--- src/rtl/fle_pkg.sv ---
// Shared constants, types and Galois-field helpers for the link error-correction block.
// Assumes a 10-bit symbol stream and a register bus with 8-bit byte addresses.
package fle_pkg;

  // Code geometry
  localparam int FLE_SYM_W = 10;
  localparam int FLE_CW_N = 254;
  localparam int FLE_DATA_N = 250;
  localparam int FLE_PAR_N = FLE_CW_N - FLE_DATA_N;
  localparam logic [10:0] FLE_GF_POLY = 11'h409;
  localparam logic [9:0] FLE_GF_ALPHA = 10'h002;

  // Sink configuration write that announces decode capability
  localparam logic [19:0] FLE_SINK_CFG_ADDR = 20'h00120;
  localparam logic [7:0] FLE_SINK_CFG_READY = 8'h01;

  // Register offsets and reset values
  localparam logic [7:0] FLE_REG_CTRL = 8'h00;
  localparam logic [7:0] FLE_REG_STAT = 8'h04;
  localparam logic [7:0] FLE_CTRL_RST = 8'h00;
  localparam logic [1:0] FLE_PSR_V2 = 2'h2;

  // Control register layout, bit 0 upward: req, dsc, edp, mst, psr, lanes
  typedef struct packed {
    logic [1:0] lanes;
    logic [1:0] psr;
    logic mst;
    logic edp;
    logic dsc;
    logic req;
  } fle_ctrl_t;

  // Outgoing link symbol with its parity mark
  typedef struct packed {
    logic parity;
    logic [FLE_SYM_W-1:0] data;
  } fle_sym_t;

  // Enable handshake states
  typedef enum logic [4:0] {
    FLE_IDLE = 5'h01,
    FLE_ANNOUNCE = 5'h02,
    FLE_TRAIN = 5'h04,
    FLE_START = 5'h08,
    FLE_ENC = 5'h10
  } fle_state_t;

  // Multiply in GF(2^10)
  function automatic logic [9:0] fle_gf_mul(input logic [9:0] a, input logic [9:0] b);
    logic [9:0] acc;
    logic [9:0] sh;
    acc = 10'h000;
    sh = a;
    for (int i = 0; i < 10; i++) begin
      if (b[i]) acc = acc ^ sh;
      sh = sh[9] ? ((sh << 1) ^ FLE_GF_POLY[9:0]) : (sh << 1);
    end
    return acc;
  endfunction : fle_gf_mul

  // Generator polynomial coefficients g0..g3, leading one implied
  function automatic logic [3:0][9:0] fle_gen_poly();
    logic [4:0][9:0] c;
    logic [9:0] r;
    c = '0;
    c[0] = 10'h001;
    r = 10'h001;
    for (int i = 0; i < 4; i++) begin
      for (int j = 4; j > 0; j--) begin
        c[j] = c[j-1] ^ fle_gf_mul(c[j], r);
      end
      c[0] = fle_gf_mul(c[0], r);
      r = fle_gf_mul(r, FLE_GF_ALPHA);
    end
    return c[3:0];
  endfunction : fle_gen_poly

endpackage : fle_pkg

--- src/rtl/fle_rs_enc.sv ---
// Systematic Reed-Solomon encoder: passes data, then appends parity symbols.
// Assumes the mode input changes only through the control FSM; mode is taken at codeword start.
`timescale 1ns/1ps
`default_nettype none
module fle_rs_enc #(
  parameter int DATA_N = fle_pkg::FLE_DATA_N,
  parameter int PAR_N = fle_pkg::FLE_PAR_N
) (
  // Clock and reset
  input wire logic clk,
  input wire logic rst_n,
  // Mode
  input wire logic enc_en,
  output logic enc_active,
  // Input stream
  input wire logic in_valid,
  output logic in_ready,
  input wire logic [fle_pkg::FLE_SYM_W-1:0] in_data,
  // Output stream
  output logic out_valid,
  input wire logic out_ready,
  output fle_pkg::fle_sym_t out_sym
);
  import fle_pkg::*;

  localparam logic [3:0][9:0] GEN = fle_gen_poly();
  localparam int CW = $clog2(DATA_N + 1);
  localparam int PW = $clog2(PAR_N + 1);

  logic [3:0][9:0] par_q, par_d;
  logic [CW-1:0] cnt_q, cnt_d;
  logic [PW-1:0] pcnt_q, pcnt_d;
  logic mode_q, mode_d;
  logic ov_q, ov_d;
  fle_sym_t os_q, os_d;
  logic free, in_par, take;
  logic [9:0] fb;

  // Handshake terms
  assign free = !ov_q || out_ready;
  assign in_par = mode_q && (cnt_q == CW'(DATA_N));
  assign in_ready = free && !in_par;
  assign take = in_valid && in_ready;
  assign fb = in_data ^ par_q[3];

  // Next state of the codeword engine
  always_comb begin
    par_d = par_q;
    cnt_d = cnt_q;
    pcnt_d = pcnt_q;
    mode_d = mode_q;
    ov_d = ov_q && !out_ready;
    os_d = os_q;
    if (cnt_q == '0 && pcnt_q == '0) mode_d = enc_en;
    if (free && in_par) begin
      os_d = '{parity: 1'b1, data: par_q[3]};
      ov_d = 1'b1;
      par_d = {par_q[2:0], 10'h000};
      if (pcnt_q == PW'(PAR_N - 1)) begin
        pcnt_d = '0;
        cnt_d = '0;
      end else begin
        pcnt_d = pcnt_q + PW'(1);
      end
    end else if (take) begin
      os_d = '{parity: 1'b0, data: in_data};
      ov_d = 1'b1;
      // A symbol taken at a codeword start follows the freshly latched mode,
      // so the mode and the codeword count never disagree
      if (mode_d) begin
        // Parity LFSR over the generator polynomial
        par_d[3] = par_q[2] ^ fle_gf_mul(fb, GEN[3]);
        par_d[2] = par_q[1] ^ fle_gf_mul(fb, GEN[2]);
        par_d[1] = par_q[0] ^ fle_gf_mul(fb, GEN[1]);
        par_d[0] = fle_gf_mul(fb, GEN[0]);
        cnt_d = cnt_q + CW'(1);
      end
    end
  end

  // Registers
  always_ff @(posedge clk) begin
    if (!rst_n) begin
      par_q <= '0;
      cnt_q <= '0;
      pcnt_q <= '0;
      mode_q <= 1'b0;
      ov_q <= 1'b0;
      os_q <= '0;
    end else begin
      par_q <= par_d;
      cnt_q <= cnt_d;
      pcnt_q <= pcnt_d;
      mode_q <= mode_d;
      ov_q <= ov_d;
      os_q <= os_d;
    end
  end

  assign out_valid = ov_q;
  assign out_sym = os_q;
  assign enc_active = mode_q;

  // Parity only ever leaves in coded mode, after a full data run
  a_parity_placed: assert property (@(posedge clk) disable iff (!rst_n)
    (ov_q && out_ready && os_q.parity) |-> (mode_q && cnt_q == CW'(DATA_N)) || (cnt_q == '0 && pcnt_q == '0))
    else $error("parity symbol outside codeword tail");
  // No data accepted while parity drains
  a_no_data_in_tail: assert property (@(posedge clk) disable iff (!rst_n)
    in_par |-> !in_ready)
    else $error("data accepted during parity phase");

endmodule : fle_rs_enc
`default_nettype wire

--- src/rtl/fle_fec_link.sv ---
// Link error-correction block: Wishbone registers, enable handshake FSM, encoder instance.
// Assumes link training, sideband writes and the symbol stream all run on clk.
//
// Our own choices: the placing of the registers and the Wishbone slave port.
`timescale 1ns/1ps
`default_nettype none
// Notes on behaviour
// - Encode with RS codewords of 254 ten-bit symbols, 250 of them data.
// - Write 1 to sink config 00120h bit 0 before starting link training.
// - Emit no encoded symbols until link training has fully finished.
// - After training, send the decode-start sequence where encoded data begins.
// - Compression may run only while error correction runs on the link.
// - Correction works for single and multi stream, at every lane count.
// - Embedded links allow correction without or with self-refresh v1, never v2.
module fle_fec_link (
  // Clock and reset
  input wire logic clk,
  input wire logic rst_n,
  // Wishbone slave
  input wire logic wb_cyc_i,
  input wire logic wb_stb_i,
  input wire logic wb_we_i,
  input wire logic [7:0] wb_adr_i,
  input wire logic [3:0] wb_sel_i,
  input wire logic [31:0] wb_dat_i,
  output logic [31:0] wb_dat_o,
  output logic wb_ack_o,
  // Sideband write toward the sink
  output logic aux_wr_req,
  output logic [19:0] aux_wr_addr,
  output logic [7:0] aux_wr_data,
  input wire logic aux_wr_done,
  // Link training
  output logic train_allow,
  input wire logic train_done,
  // Decode-start sequence
  output logic decode_start_sequence,
  input wire logic decode_start_sent,
  // Compression gate
  output logic dsc_allow,
  // Symbol stream
  input wire logic in_valid,
  output logic in_ready,
  input wire logic [fle_pkg::FLE_SYM_W-1:0] in_data,
  output logic out_valid,
  input wire logic out_ready,
  output fle_pkg::fle_sym_t out_sym
);
  import fle_pkg::*;

  fle_ctrl_t ctrl_q, ctrl_d;
  logic ack_q, ack_d;
  logic [31:0] rd_q, rd_d;
  fle_state_t st_q, st_d;
  logic cfg_bad, enc_go, enc_active, bus_req;

  // Self-refresh v2 on an embedded link forbids correction
  assign cfg_bad = ctrl_q.edp && (ctrl_q.psr == FLE_PSR_V2);
  assign bus_req = wb_cyc_i && wb_stb_i && !ack_q;

  // Bus next state: one-cycle ack, byte lane 0 holds control
  always_comb begin
    ctrl_d = ctrl_q;
    ack_d = bus_req;
    rd_d = rd_q;
    if (bus_req) begin
      rd_d = 32'h0000_0000;
      if (wb_we_i && wb_adr_i == FLE_REG_CTRL && wb_sel_i[0]) begin
        ctrl_d = wb_dat_i[7:0];
      end
      if (!wb_we_i) begin
        case (wb_adr_i)
          FLE_REG_CTRL: rd_d = {24'h00_0000, ctrl_q};
          FLE_REG_STAT: rd_d = {21'h00_0000, !dsc_allow && ctrl_q.dsc, cfg_bad, enc_active,
                                train_done, 2'h0, st_q};
          default: rd_d = 32'h0000_0000;
        endcase
      end
    end
  end

  // Bus registers; correction request starts cleared
  always_ff @(posedge clk) begin
    if (!rst_n) begin
      ctrl_q <= FLE_CTRL_RST;
      ack_q <= 1'b0;
      rd_q <= 32'h0000_0000;
    end else begin
      ctrl_q <= ctrl_d;
      ack_q <= ack_d;
      rd_q <= rd_d;
    end
  end

  assign wb_ack_o = ack_q;
  assign wb_dat_o = rd_q;

  // Handshake FSM next state; stream mode and lane count do not gate it
  always_comb begin
    st_d = st_q;
    case (st_q)
      FLE_IDLE: begin
        if (ctrl_q.req && !cfg_bad) st_d = FLE_ANNOUNCE;
      end
      FLE_ANNOUNCE: begin
        if (aux_wr_done) st_d = FLE_TRAIN;
      end
      FLE_TRAIN: begin
        if (train_done) st_d = FLE_START;
      end
      FLE_START: begin
        if (decode_start_sent) st_d = FLE_ENC;
      end
      FLE_ENC: begin
        if (!train_done) st_d = FLE_TRAIN;
      end
      default: st_d = FLE_IDLE;
    endcase
    if (!ctrl_q.req || cfg_bad) st_d = FLE_IDLE;
  end

  // FSM register
  always_ff @(posedge clk) begin
    if (!rst_n) st_q <= FLE_IDLE;
    else st_q <= st_d;
  end

  // Handshake outputs
  assign aux_wr_req = (st_q == FLE_ANNOUNCE);
  assign aux_wr_addr = FLE_SINK_CFG_ADDR;
  assign aux_wr_data = FLE_SINK_CFG_READY;
  assign train_allow = (st_q == FLE_TRAIN) || (st_q == FLE_IDLE && !ctrl_q.req);
  assign decode_start_sequence = (st_q == FLE_START);
  assign enc_go = (st_q == FLE_ENC);
  assign dsc_allow = ctrl_q.dsc && enc_active && enc_go;

  // Encoder
  fle_rs_enc #(
    .DATA_N(FLE_DATA_N),
    .PAR_N(FLE_PAR_N)
  ) u_enc (
    .clk(clk),
    .rst_n(rst_n),
    .enc_en(enc_go),
    .enc_active(enc_active),
    .in_valid(in_valid),
    .in_ready(in_ready),
    .in_data(in_data),
    .out_valid(out_valid),
    .out_ready(out_ready),
    .out_sym(out_sym)
  );

  // Training may not start while the announce is still pending
  a_announce_first: assert property (@(posedge clk) disable iff (!rst_n)
    (st_q == FLE_ANNOUNCE) |-> !train_allow)
    else $error("training allowed before announce write");
  // Announce leads to training only on write completion
  a_announce_done: assert property (@(posedge clk) disable iff (!rst_n)
    (st_q == FLE_ANNOUNCE && ctrl_q.req && !cfg_bad && aux_wr_done) |=> st_q == FLE_TRAIN)
    else $error("announce did not move to training");
  // Coded mode only after training done and start sequence
  a_enc_after_train: assert property (@(posedge clk) disable iff (!rst_n)
    $rose(enc_go) |-> $past(decode_start_sequence) && $past(train_done))
    else $error("encoding began without training and start sequence");
  // Start sequence held until sent, then encoding next cycle
  a_start_seq: assert property (@(posedge clk) disable iff (!rst_n)
    (decode_start_sequence && decode_start_sent && ctrl_q.req && !cfg_bad) |=> enc_go)
    else $error("start sequence not followed by encoding");
  // Compression never allowed without correction
  a_dsc_needs_fec: assert property (@(posedge clk) disable iff (!rst_n)
    dsc_allow |-> enc_go && enc_active)
    else $error("compression allowed without correction");
  // Request honoured in any stream mode and lane count
  a_any_mode: assert property (@(posedge clk) disable iff (!rst_n)
    (st_q == FLE_IDLE && ctrl_q.req && !cfg_bad) |=> st_q == FLE_ANNOUNCE)
    else $error("valid request not acted on");
  // Self-refresh v2 on embedded link keeps the block idle
  a_no_psr2: assert property (@(posedge clk) disable iff (!rst_n)
    cfg_bad |=> st_q == FLE_IDLE && !enc_go)
    else $error("correction active with self-refresh v2");
  // Without a request nothing is announced or started
  a_off_without_req: assert property (@(posedge clk) disable iff (!rst_n)
    !ctrl_q.req |=> !aux_wr_req && !decode_start_sequence && !enc_go)
    else $error("handshake active without request");
  // Ack is a single-cycle pulse
  a_ack_pulse: assert property (@(posedge clk) disable iff (!rst_n)
    wb_ack_o |=> !wb_ack_o)
    else $error("ack held longer than one cycle");

endmodule : fle_fec_link
`default_nettype wire

--- config.mk ---
export PLATFORM = sky130hd
export DESIGN_NAME = fle_fec_link
export DESIGN_NICKNAME = d
export VERILOG_FILES = /design/src/rtl/fle_pkg.sv /design/src/rtl/fle_rs_enc.sv /design/src/rtl/fle_fec_link.sv
export SDC_FILE = /design/constraint.sdc
export NUM_CORES = 1
export LEC_CHECK = 0
export BUFFER_PORTS_ARGS = -buffer_cell sky130_fd_sc_hd__clkbuf_2
export CAP_MARGIN = 20
export CORE_UTILIZATION = 47
export CTS_CLUSTER_SIZE = 28
export DETAILED_ROUTE_END_ITERATION = 16
export PLACE_DENSITY = 0.83
export SYNTH_ARGS = -nofsm -noshare
export SYNTH_HDL_FRONTEND = slang
export SYNTH_SLANG_ARGS = --single-unit
--- constraint.sdc ---
create_clock -name clk -period 2.2 [get_ports clk]
set_input_delay 0.22 -clock clk [delete_from_list [all_inputs] [get_ports clk]]
set_output_delay 0.22 -clock clk [all_outputs]
set_load 0.005 [all_outputs]
# After elaboration in Yosys (flattened, before gate mapping)
# Index checks and enable logic that the tools add are counted.
dict set report word_totals {
  memories 0
  ramBits 0
  inputBits 64
  latch_bits 0
  reg_bits 110
  word_cells 157
  rom_bits 0
  output_inout_bits 78
}
dict set report op_classes {
  n_reduce_logical 38
  add_sub_neg 2
  n_shift 0
  n_lt_le_gt_ge 0
  mul 0
  n_eq_ne 15
  div 0
  bitwise 20
  n_mux 63
}
# cell count
set op_table {}
lappend op_table {{$mux 10} 36}
lappend op_table {{$xor 10x10->10} 13}
lappend op_table {{$mux 40} 3}
lappend op_table {{$mux 11} 3}
lappend op_table {{$mux 8} 4}
lappend op_table {{$mux 5} 5}
lappend op_table {{$pmux 5 s5} 1}
lappend op_table {{$mux 4} 6}
lappend op_table {{$pmux 11 s2} 1}
lappend op_table {{$logic_and 1x1->1} 16}
lappend op_table {{$logic_not 8->1} 2}
lappend op_table {{$not 2->2} 6}
lappend op_table {{$add 8x1->8 const B} 1}
lappend op_table {{$eq 8x3->1 const B} 1}
lappend op_table {{$eq 8x8->1 const B} 1}
lappend op_table {{$ne 2x2->1 const B} 4}
lappend op_table {{$logic_not 1->1} 7}
lappend op_table {{$reduce_and 2->1} 3}
lappend op_table {{$eq 5x1->1 const B} 1}
lappend op_table {{$eq 5x2->1 const B} 1}
lappend op_table {{$eq 5x3->1 const B} 1}
lappend op_table {{$eq 5x4->1 const B} 1}
lappend op_table {{$eq 5x5->1 const B} 1}
lappend op_table {{$reduce_and 5->1} 1}
lappend op_table {{other kinds (12)} 19}

# Depth between registers and ports, before layout
# Gate-level depths: netlist of run 1.
dict set report logic_depth {
  ltp_word 26
  depth_mapped 10
  depth_no_buf 8
}

# Cells and area by module
# Synthesis of run 1 repeated with hierarchy kept, for this count alone.
dict set report hier_totals {
  hier_cells 543
  area_unflattened_um2 4942.2
}
# mod area_per_inst_um2 n_inst cells_per_inst seq_area_each_um2
set by_module_without_submodules {}
lappend by_module_without_submodules {fle_rs_enc 3410.8 1 367 1281.2}
lappend by_module_without_submodules {fle_fec_link 1531.5 1 176 500.5}

# Least setup slack after synthesis of run 1
# Ideal clock, no wire load.
dict set report synth_timing {
  kind {register to register}
  startpoint {register st_q[3]}
  endpoint {register u_enc.par_q[20] (netlist bit)}
  required_ps 2069
  stages_incl_launch_ff 9
  slack_ps -111
  arrival_time_ps 2180
  period_less_slack_ps 2311
  setup_ps 131
  path_buffers 3
  path_cell_list {dfxtp_1 clkbuf_1 or4b_1 or4_4 a21o_1 buf_6 buf_2 a21oi_1 o22ai_1}
}
dict set report synth_between {
  elab_chain_cells 4
}
# element line_no
set synth_rtl {}
lappend synth_rtl {{start, declared} fle_fec_link.sv:54} ;# fle_state_t st_q, st_d;
lappend synth_rtl {{start signal, assigned} fle_fec_link.sv:125} ;# else st_q <= st_d;
lappend synth_rtl {{$eq 5x5->1} fle_fec_link.sv:134} ;# assign enc_go = (st_q == FLE_ENC);
lappend synth_rtl {{$mux 1} fle_rs_enc.sv:54} ;# if (cnt_q == '0 && pcnt_q == '0) mode_d = enc_en;
lappend synth_rtl {{$reduce_bool 2->1 (no line)} n/a}
lappend synth_rtl {{$reduce_and 2->1 (no line)} n/a}
lappend synth_rtl {{end signal, assigned} fle_rs_enc.sv:91} ;# par_q <= par_d;
lappend synth_rtl {{end, declared} fle_rs_enc.sv:30} ;# logic [3:0][9:0] par_q, par_d;
# Every way passes these cells.
# A chain may end at the register's enable or synchronous reset.

# Worst setup path after layout of run 1
dict set report layout_timing {
  startpoint {register u_enc.pcnt_q[2]}
  endpoint {register u_enc.par_q[29] (netlist bit)}
}
dict set report layout_between {
  elab_chain_cells 5
}
# element line_no
set layout_rtl {}
lappend layout_rtl {{start, declared} fle_rs_enc.sv:32} ;# logic [PW-1:0] pcnt_q, pcnt_d;
lappend layout_rtl {{start signal, assigned} fle_rs_enc.sv:93} ;# pcnt_q <= pcnt_d;
lappend layout_rtl {{$logic_not 3->1} fle_rs_enc.sv:54}
lappend layout_rtl {{$logic_and 1x1->1} fle_rs_enc.sv:54}
lappend layout_rtl {{$mux 1} fle_rs_enc.sv:54}
lappend layout_rtl {{$reduce_bool 2->1 (no line)} n/a}
lappend layout_rtl {{$reduce_and 2->1 (no line)} n/a}
# Every way passes these cells.

==> run summary, run 1 <==
Post-DP HPWL: 8550 um
max-slew violation count: 0
status: finished, violations left
clock-pin slew on the worst setup and hold paths: 0.09 ns
WP data arrival: 2.65 ns
Yosys cell types: 54
multi-input logic area: 2940 um2
CTS buffer count: 9
ANT nets after route: 0
register area: 1780 um2
Syn Inst Count: 581
max_cap viols: 0
GRT Residual Overflow: 0
fraction of registers with async set/reset: 0%
vias in the first global route: 4385
Die Span Y: 104 um
diode count: 0
share of post-route cells with drive strength above 1: 26.2%
CTS H-tree lvls: 3
final number of setup-violating endpoints: 46
DRT iter0 DRCs: 332
GRT Total Usage: 22.4%
via count: 4569
GPL Wtd Cong: 0.918
largest net degree at the start of global routing: 41
clock latency on the worst-skew pair: 0.36 ns
DR DRC count: 0
top_reg_cell synth: dfxtp_1
global-route wire length before repair: 20100 um
Area Growth Syn to Fin: 22.3%
crit-path max cell delay: 0.54 ns
cells along the critical path: or4_1 > or4_4 > buf_4 > a21oi_4 > buf_12 > buf_12 > a31oi_1 > a31oi_1
YS warnings: 0
slowest CP cell: or4_4
most common cell after layout, fill and taps aside: dfxtp_1
Post-Place Cells: 798
Leak: 2.43 nW
DIE WIDTH: 104 um
CP Class: flip-flop to flip-flop
most frequent cells in the layout: 89 x dfxtp_1, 68 x nor2_1, 65 x clkbuf_2
maximum root-to-sink buffer count: 2
CTS sink cnt: 89
Routed WL: 12600 um
Post-Syn Area: 4920 um2
Worst slew margin: 59.0%
Avg WL per Cell: 15.4 um
DR vias/cell: 5.57
fin crit period: 2.37 ns
Power Density: 583 nW/um2
Required @ worst endpoint: 2.48 ns
FF+latch count, synth: 89
CP Max Fanout: 13
Final Skew: 0.0105 ns
CTS Root Cell: clkbuf_8
Initial Util: 48.1%
post-synthesis sequential area ratio: 36.2%
TNS Setup: -3.54 ns
critical path capture point type: flip-flop
total die area: 10900 um2
# nets final: 748
initial antenna violation count: 0
Post-synth EDFFs: 0
Core ar.: 10200 um2
RSZ-0062 raised after global routing: true
Fillers: 821
violated checks: setup timing
dpl ws: -0.173 ns
Tot Pwr: 0.00351 W
Layout Cells excl Fill: 820
Peak supply drop: 404 uV
Worst Hold Class: input pin to flip-flop
CP Launch Type: flip-flop
Max Freq: 422 MHz
final hold vios: 0
# IOs: 142
first drt pass iteration count: 5
Syn Area/Cell: 8.48 um2
PortBufs: 65
Final period util: 108%
measured slew at the worst slew-check pin: 0.611 ns
row count: 37
CTS tree: built
final worst slack: -0.169 ns
layer usage:
| metal | vias to the layer above | global-route usage (%) | part of all wire [%] |
|---|---|---|---|
| met5 | - | 0 | 0 |
| met4 | 0 | 8.57 | 2.5 |
| met3 | 43 | 4.39 | 6.5 |
| met2 | 220 | 40.6 | 51 |
| met1 | 2179 | 25.8 | 40 |
| li1 | 2127 | - | - |
timing repair:
item	4_1_cts	5_1_grt
endpoints found under the setup margin	47	50
buffers inserted	4	2
gates cloned	0	0
hold endpoints to repair	0	0
resized for setup	16	32
pin swaps	3	4
hold buffers	0	0
per-stage QoR:
step	util, %	instance area [um2]	hold slack, ns
floorplan	-	5130	0.367
global placement	54.1	5530	0.438
detailed placement	54.1	5530	0.449
CTS	57.5	5880	0.0979
global route	58.9	6020	0.103
finish	58.9	6020	0.0987
synthesized netlist by cell type, drive strengths merged, types with 3 or more instances:
library cell	n	area (um2)
xor2	5	43.8
nand2b	3	18.8
clkbuf	17	63.8
nand2	27	101
o21ai	23	115
nor3	14	75.1
or3	10	62.6
nor2	70	263
xnor2	55	497
ha	5	62.6
nand3b	5	37.5
mux2i	28	280
buf	65	448
a22oi	3	22.5
inv	11	41.3
dfxtp	89	1780
a21oi	46	241
a211oi	26	200
and3	7	43.8
a41oi	6	52.6
or4	4	37.5
a31oi	14	87.6
o22ai	3	18.8
nand3	21	105
worst max-delay path: cells and delay by family (launching register included):
family	cells	cell delay [ns]
and+or+nand+nor	2	1.07
buffers and inverters	3	0.47
DFF	1	0.32
AOI/OAI and AO/OA	3	0.43
flip-flops by register name, indices dropped and copies added, names as in the netlist:
signal / count
u_enc.par_q: 40
u_enc.out_sym: 11
wb_dat_o: 11
ctrl_q: 8
u_enc.cnt_q: 8
st_q: 5
u_enc.pcnt_q: 3
u_enc.enc_active: 1
u_enc.out_valid: 1
wb_ack_o: 1
power by group:
group	internal, W	switching (W)	total (W)	leakage [nW]
clock network	0.000756	0.000580	0.00134	0.118
registers	0.00162	0.00000779	0.00163	0.719
logic	0.000242	0.000301	0.000543	1.59
total	0.00262	0.000889	0.00351	2.43
logic make-up (layout without fill, tap and decap cells):
| kind of cell | count (synthesis) | in the layout | share of synthesized area (%) |
|---|---|---|---|
| compound gates | 128 | 128 | 16.3 |
| mux | 29 | 29 | 5.92 |
| buf+inv | 93 | 149 | 11.2 |
| other cells | 2 | 49 | 0.152 |
| fa+ha+maj | 5 | 5 | 1.27 |
| simple gates | 173 | 173 | 17.0 |
| xor+xnor | 62 | 62 | 11.9 |
| flops | 89 | 89 | 36.2 |
path summary, 6_finish.rpt:
kind / endpoint / slack, ns / depth (start not counted) / startpoint
setup / recovery: u_enc.par_q[29] / -0.17 / 8 / u_enc.pcnt_q[2]
hold / removal: ctrl_q[3] / 0.1 / 3 / wb_dat_i[3]
setup reg to reg: u_enc.par_q[29] / -0.17 / 8 / u_enc.pcnt_q[2]
hold reg to reg: wb_dat_o[10] / 0.46 / 2 / wb_dat_o[10]
layout make-up:
| type | count | area share [%] |
|---|---|---|
| multi-input cells | 446 | 48.7 |
| clock buffers | 11 | 2.18 |
| well taps | 136 | 2.83 |
| flip-flops and latches | 89 | 29.6 |
| inverters | 11 | 0.686 |
| repair buffers | 122 | 14.3 |
| clock inverters | 5 | 1.72 |
Power figures use the tool's default switching activity.
==> run 2: changes to the inputs <==
Settings changed: RECOVER_POWER set to 25.
==> run summary, run 2 (synthesis gave the netlist of run 1 again) <==
CTS Root Cell: clkbuf_8
violated checks: setup timing
cells along the critical path: or4_1 > or4_4 > buf_4 > a21oi_4 > buf_12 > buf_12 > a31oi_1 > a31oi_1
Max Freq: 424 MHz
most frequent cells in the layout: 89 x dfxtp_1, 68 x nor2_1, 58 x clkbuf_2
Initial Util: 48.1%
measured slew at the worst slew-check pin: 0.612 ns
largest net degree at the start of global routing: 41
Reg2Reg Depth: 8
RSZ-0062 raised after global routing: true
GPL Wtd Cong: 0.918
Die Span Y: 104 um
first drt pass iteration count: 5
initial antenna violation count: 0
DRT iter0 DRCs: 331
via count: 4581
max layer used: met4
Worst Hold Class: input pin to flip-flop
combinational share of power: 15.5%
Int Pwr: 0.00262 W
Worst R2R Setup Slack: -0.16 ns
CP Depth: 8
CP endpoint: u_enc.par_q[29]
CTS tree: built
vias in the first global route: 4385
CP Class: flip-flop to flip-flop
Power Density: 584 nW/um2
PortBufs: 65
crit-path max cell delay: 0.54 ns
fin crit period: 2.36 ns
Layout Cells excl Fill: 820
max reg flops: 40
Final Skew: 0.0107 ns
WP buf/inv: 3
Leak: 2.40 nW
final hold vios: 0
power share of the clock group: 38.1%
clock latency on the worst-skew pair: 0.36 ns
# nets final: 748
max-slew violation count: 0
Tot Pwr: 0.00351 W
dpl ws: -0.173 ns
critical path capture point type: flip-flop
# hold bufs at CTS: 0
met2 wire len: 6490 um
GRT Total Usage: 22.4%
Critical R2R Capture: u_enc.par_q[29]
Seq pwr share: 46.5%
final worst slack: -0.160 ns
DIE WIDTH: 104 um
Area Growth Syn to Fin: 22.1%
Routed WL: 12600 um
row count: 37
status: finished, violations left
slowest CP cell: or4_4
CP Launch Type: flip-flop
CTS sink cnt: 89
WP data arrival: 2.64 ns
Fillers: 828
Sw Ratio: 25.3%
Final period util: 107%
final number of setup-violating endpoints: 45
Worst slew margin: 58.9%
met3 WL: 831 um
max_cap viols: 0
Biggest register: u_enc.par_q
ANT nets after route: 0
Psw: 0.000889 W
wl on met1: 5030 um
total die area: 10900 um2
DR vias/cell: 5.59
Post-DP HPWL: 8550 um
post-layout util: 58.8%
most common cell after layout, fill and taps aside: dfxtp_1
Avg WL per Cell: 15.4 um
maximum root-to-sink buffer count: 2
GRT Residual Overflow: 0
diode count: 0
clock-pin slew on the worst setup and hold paths: 0.09 ns
Post-Place Cells: 798
Required @ worst endpoint: 2.48 ns
DR DRC count: 0
# IOs: 142
r2r startpoint: u_enc.pcnt_q[2]
Peak supply drop: 404 uV
CP Max Fanout: 13
CTS H-tree lvls: 3
Core ar.: 10200 um2
Worst path top cell family by delay: simple AND/OR/NAND/NOR gates
CTS buffer count: 9
Critical Path Start: u_enc.pcnt_q[2]
share of post-route cells with drive strength above 1: 25.1%
global-route wire length before repair: 20100 um
[run 2: layer usage]
| layer | global-route usage [%] | vias up |
|---|---|---|
| li1 | - | 2126 |
| met1 | 25.8 | 2192 |
| met2 | 40.6 | 223 |
| met3 | 4.39 | 40 |
| met4 | 8.57 | 0 |
| met5 | 0 | - |
[run 2: final cells by class]
type / instances / area, um2 / area share, %
repair buffers: 122 / 850 / 14.1
clock inverters: 5 / 104 / 1.73
inverters: 11 / 41.3 / 0.687
clock buffers: 11 / 131 / 2.18
flip-flops and latches: 89 / 1780 / 29.6
well taps: 136 / 170 / 2.83
multi-input cells: 446 / 2940 / 48.8
[run 2: how the worst min path moves through the flow]
stage,startpoint,endpoint,slack [ns],cells past startpoint
floorplan,wb_dat_i[3],ctrl_q[3],0.37,2
global placement,wb_dat_o[10],wb_dat_o[10],0.44,2
detailed placement,wb_dat_o[10],wb_dat_o[10],0.45,2
CTS,wb_dat_i[3],ctrl_q[3],0.1,3
global route,wb_dat_i[6],ctrl_q[6],0.10,3
finish,wb_dat_i[3],ctrl_q[3],0.1,3
[run 2: tightest hold or removal path: cells and delay by family]
family,cells,cell delay [ns]
buffers and inverters,1,0.08
and+or+nand+nor,1,0.07
muxes,1,0.06
[run 2: what timing repair did]
item | CTS | global route
buffers inserted | 4 | 2
endpoints found under the setup margin | 47 | 50
cloned | 0 | 0
pin swaps | 3 | 4
resized for setup | 16 | 32
[run 2: through the flow]
step	hold WS (ns)	setup TNS, ns	instance area, um2
4_1_cts	0.0979	-2.15	5880
3_3_place_gp	0.438	-1.51	5530
5_1_grt	0.103	-6.33	6010
6_report	0.0977	-3.28	6010
2_1_floorplan	0.367	-0.0255	5130
3_5_place_dp	0.449	-2.80	5530
[run 2: power by group through the flow]
stage                     clock [W]  sequential [W]  combinational (W)
after global placement            0         0.00167           0.000503
after global routing        0.00142         0.00163           0.000582
final                       0.00134         0.00163           0.000542
after floorplan                   0         0.00167           0.000410
after CTS                   0.00135         0.00163           0.000520
after detailed placement          0         0.00167           0.000515
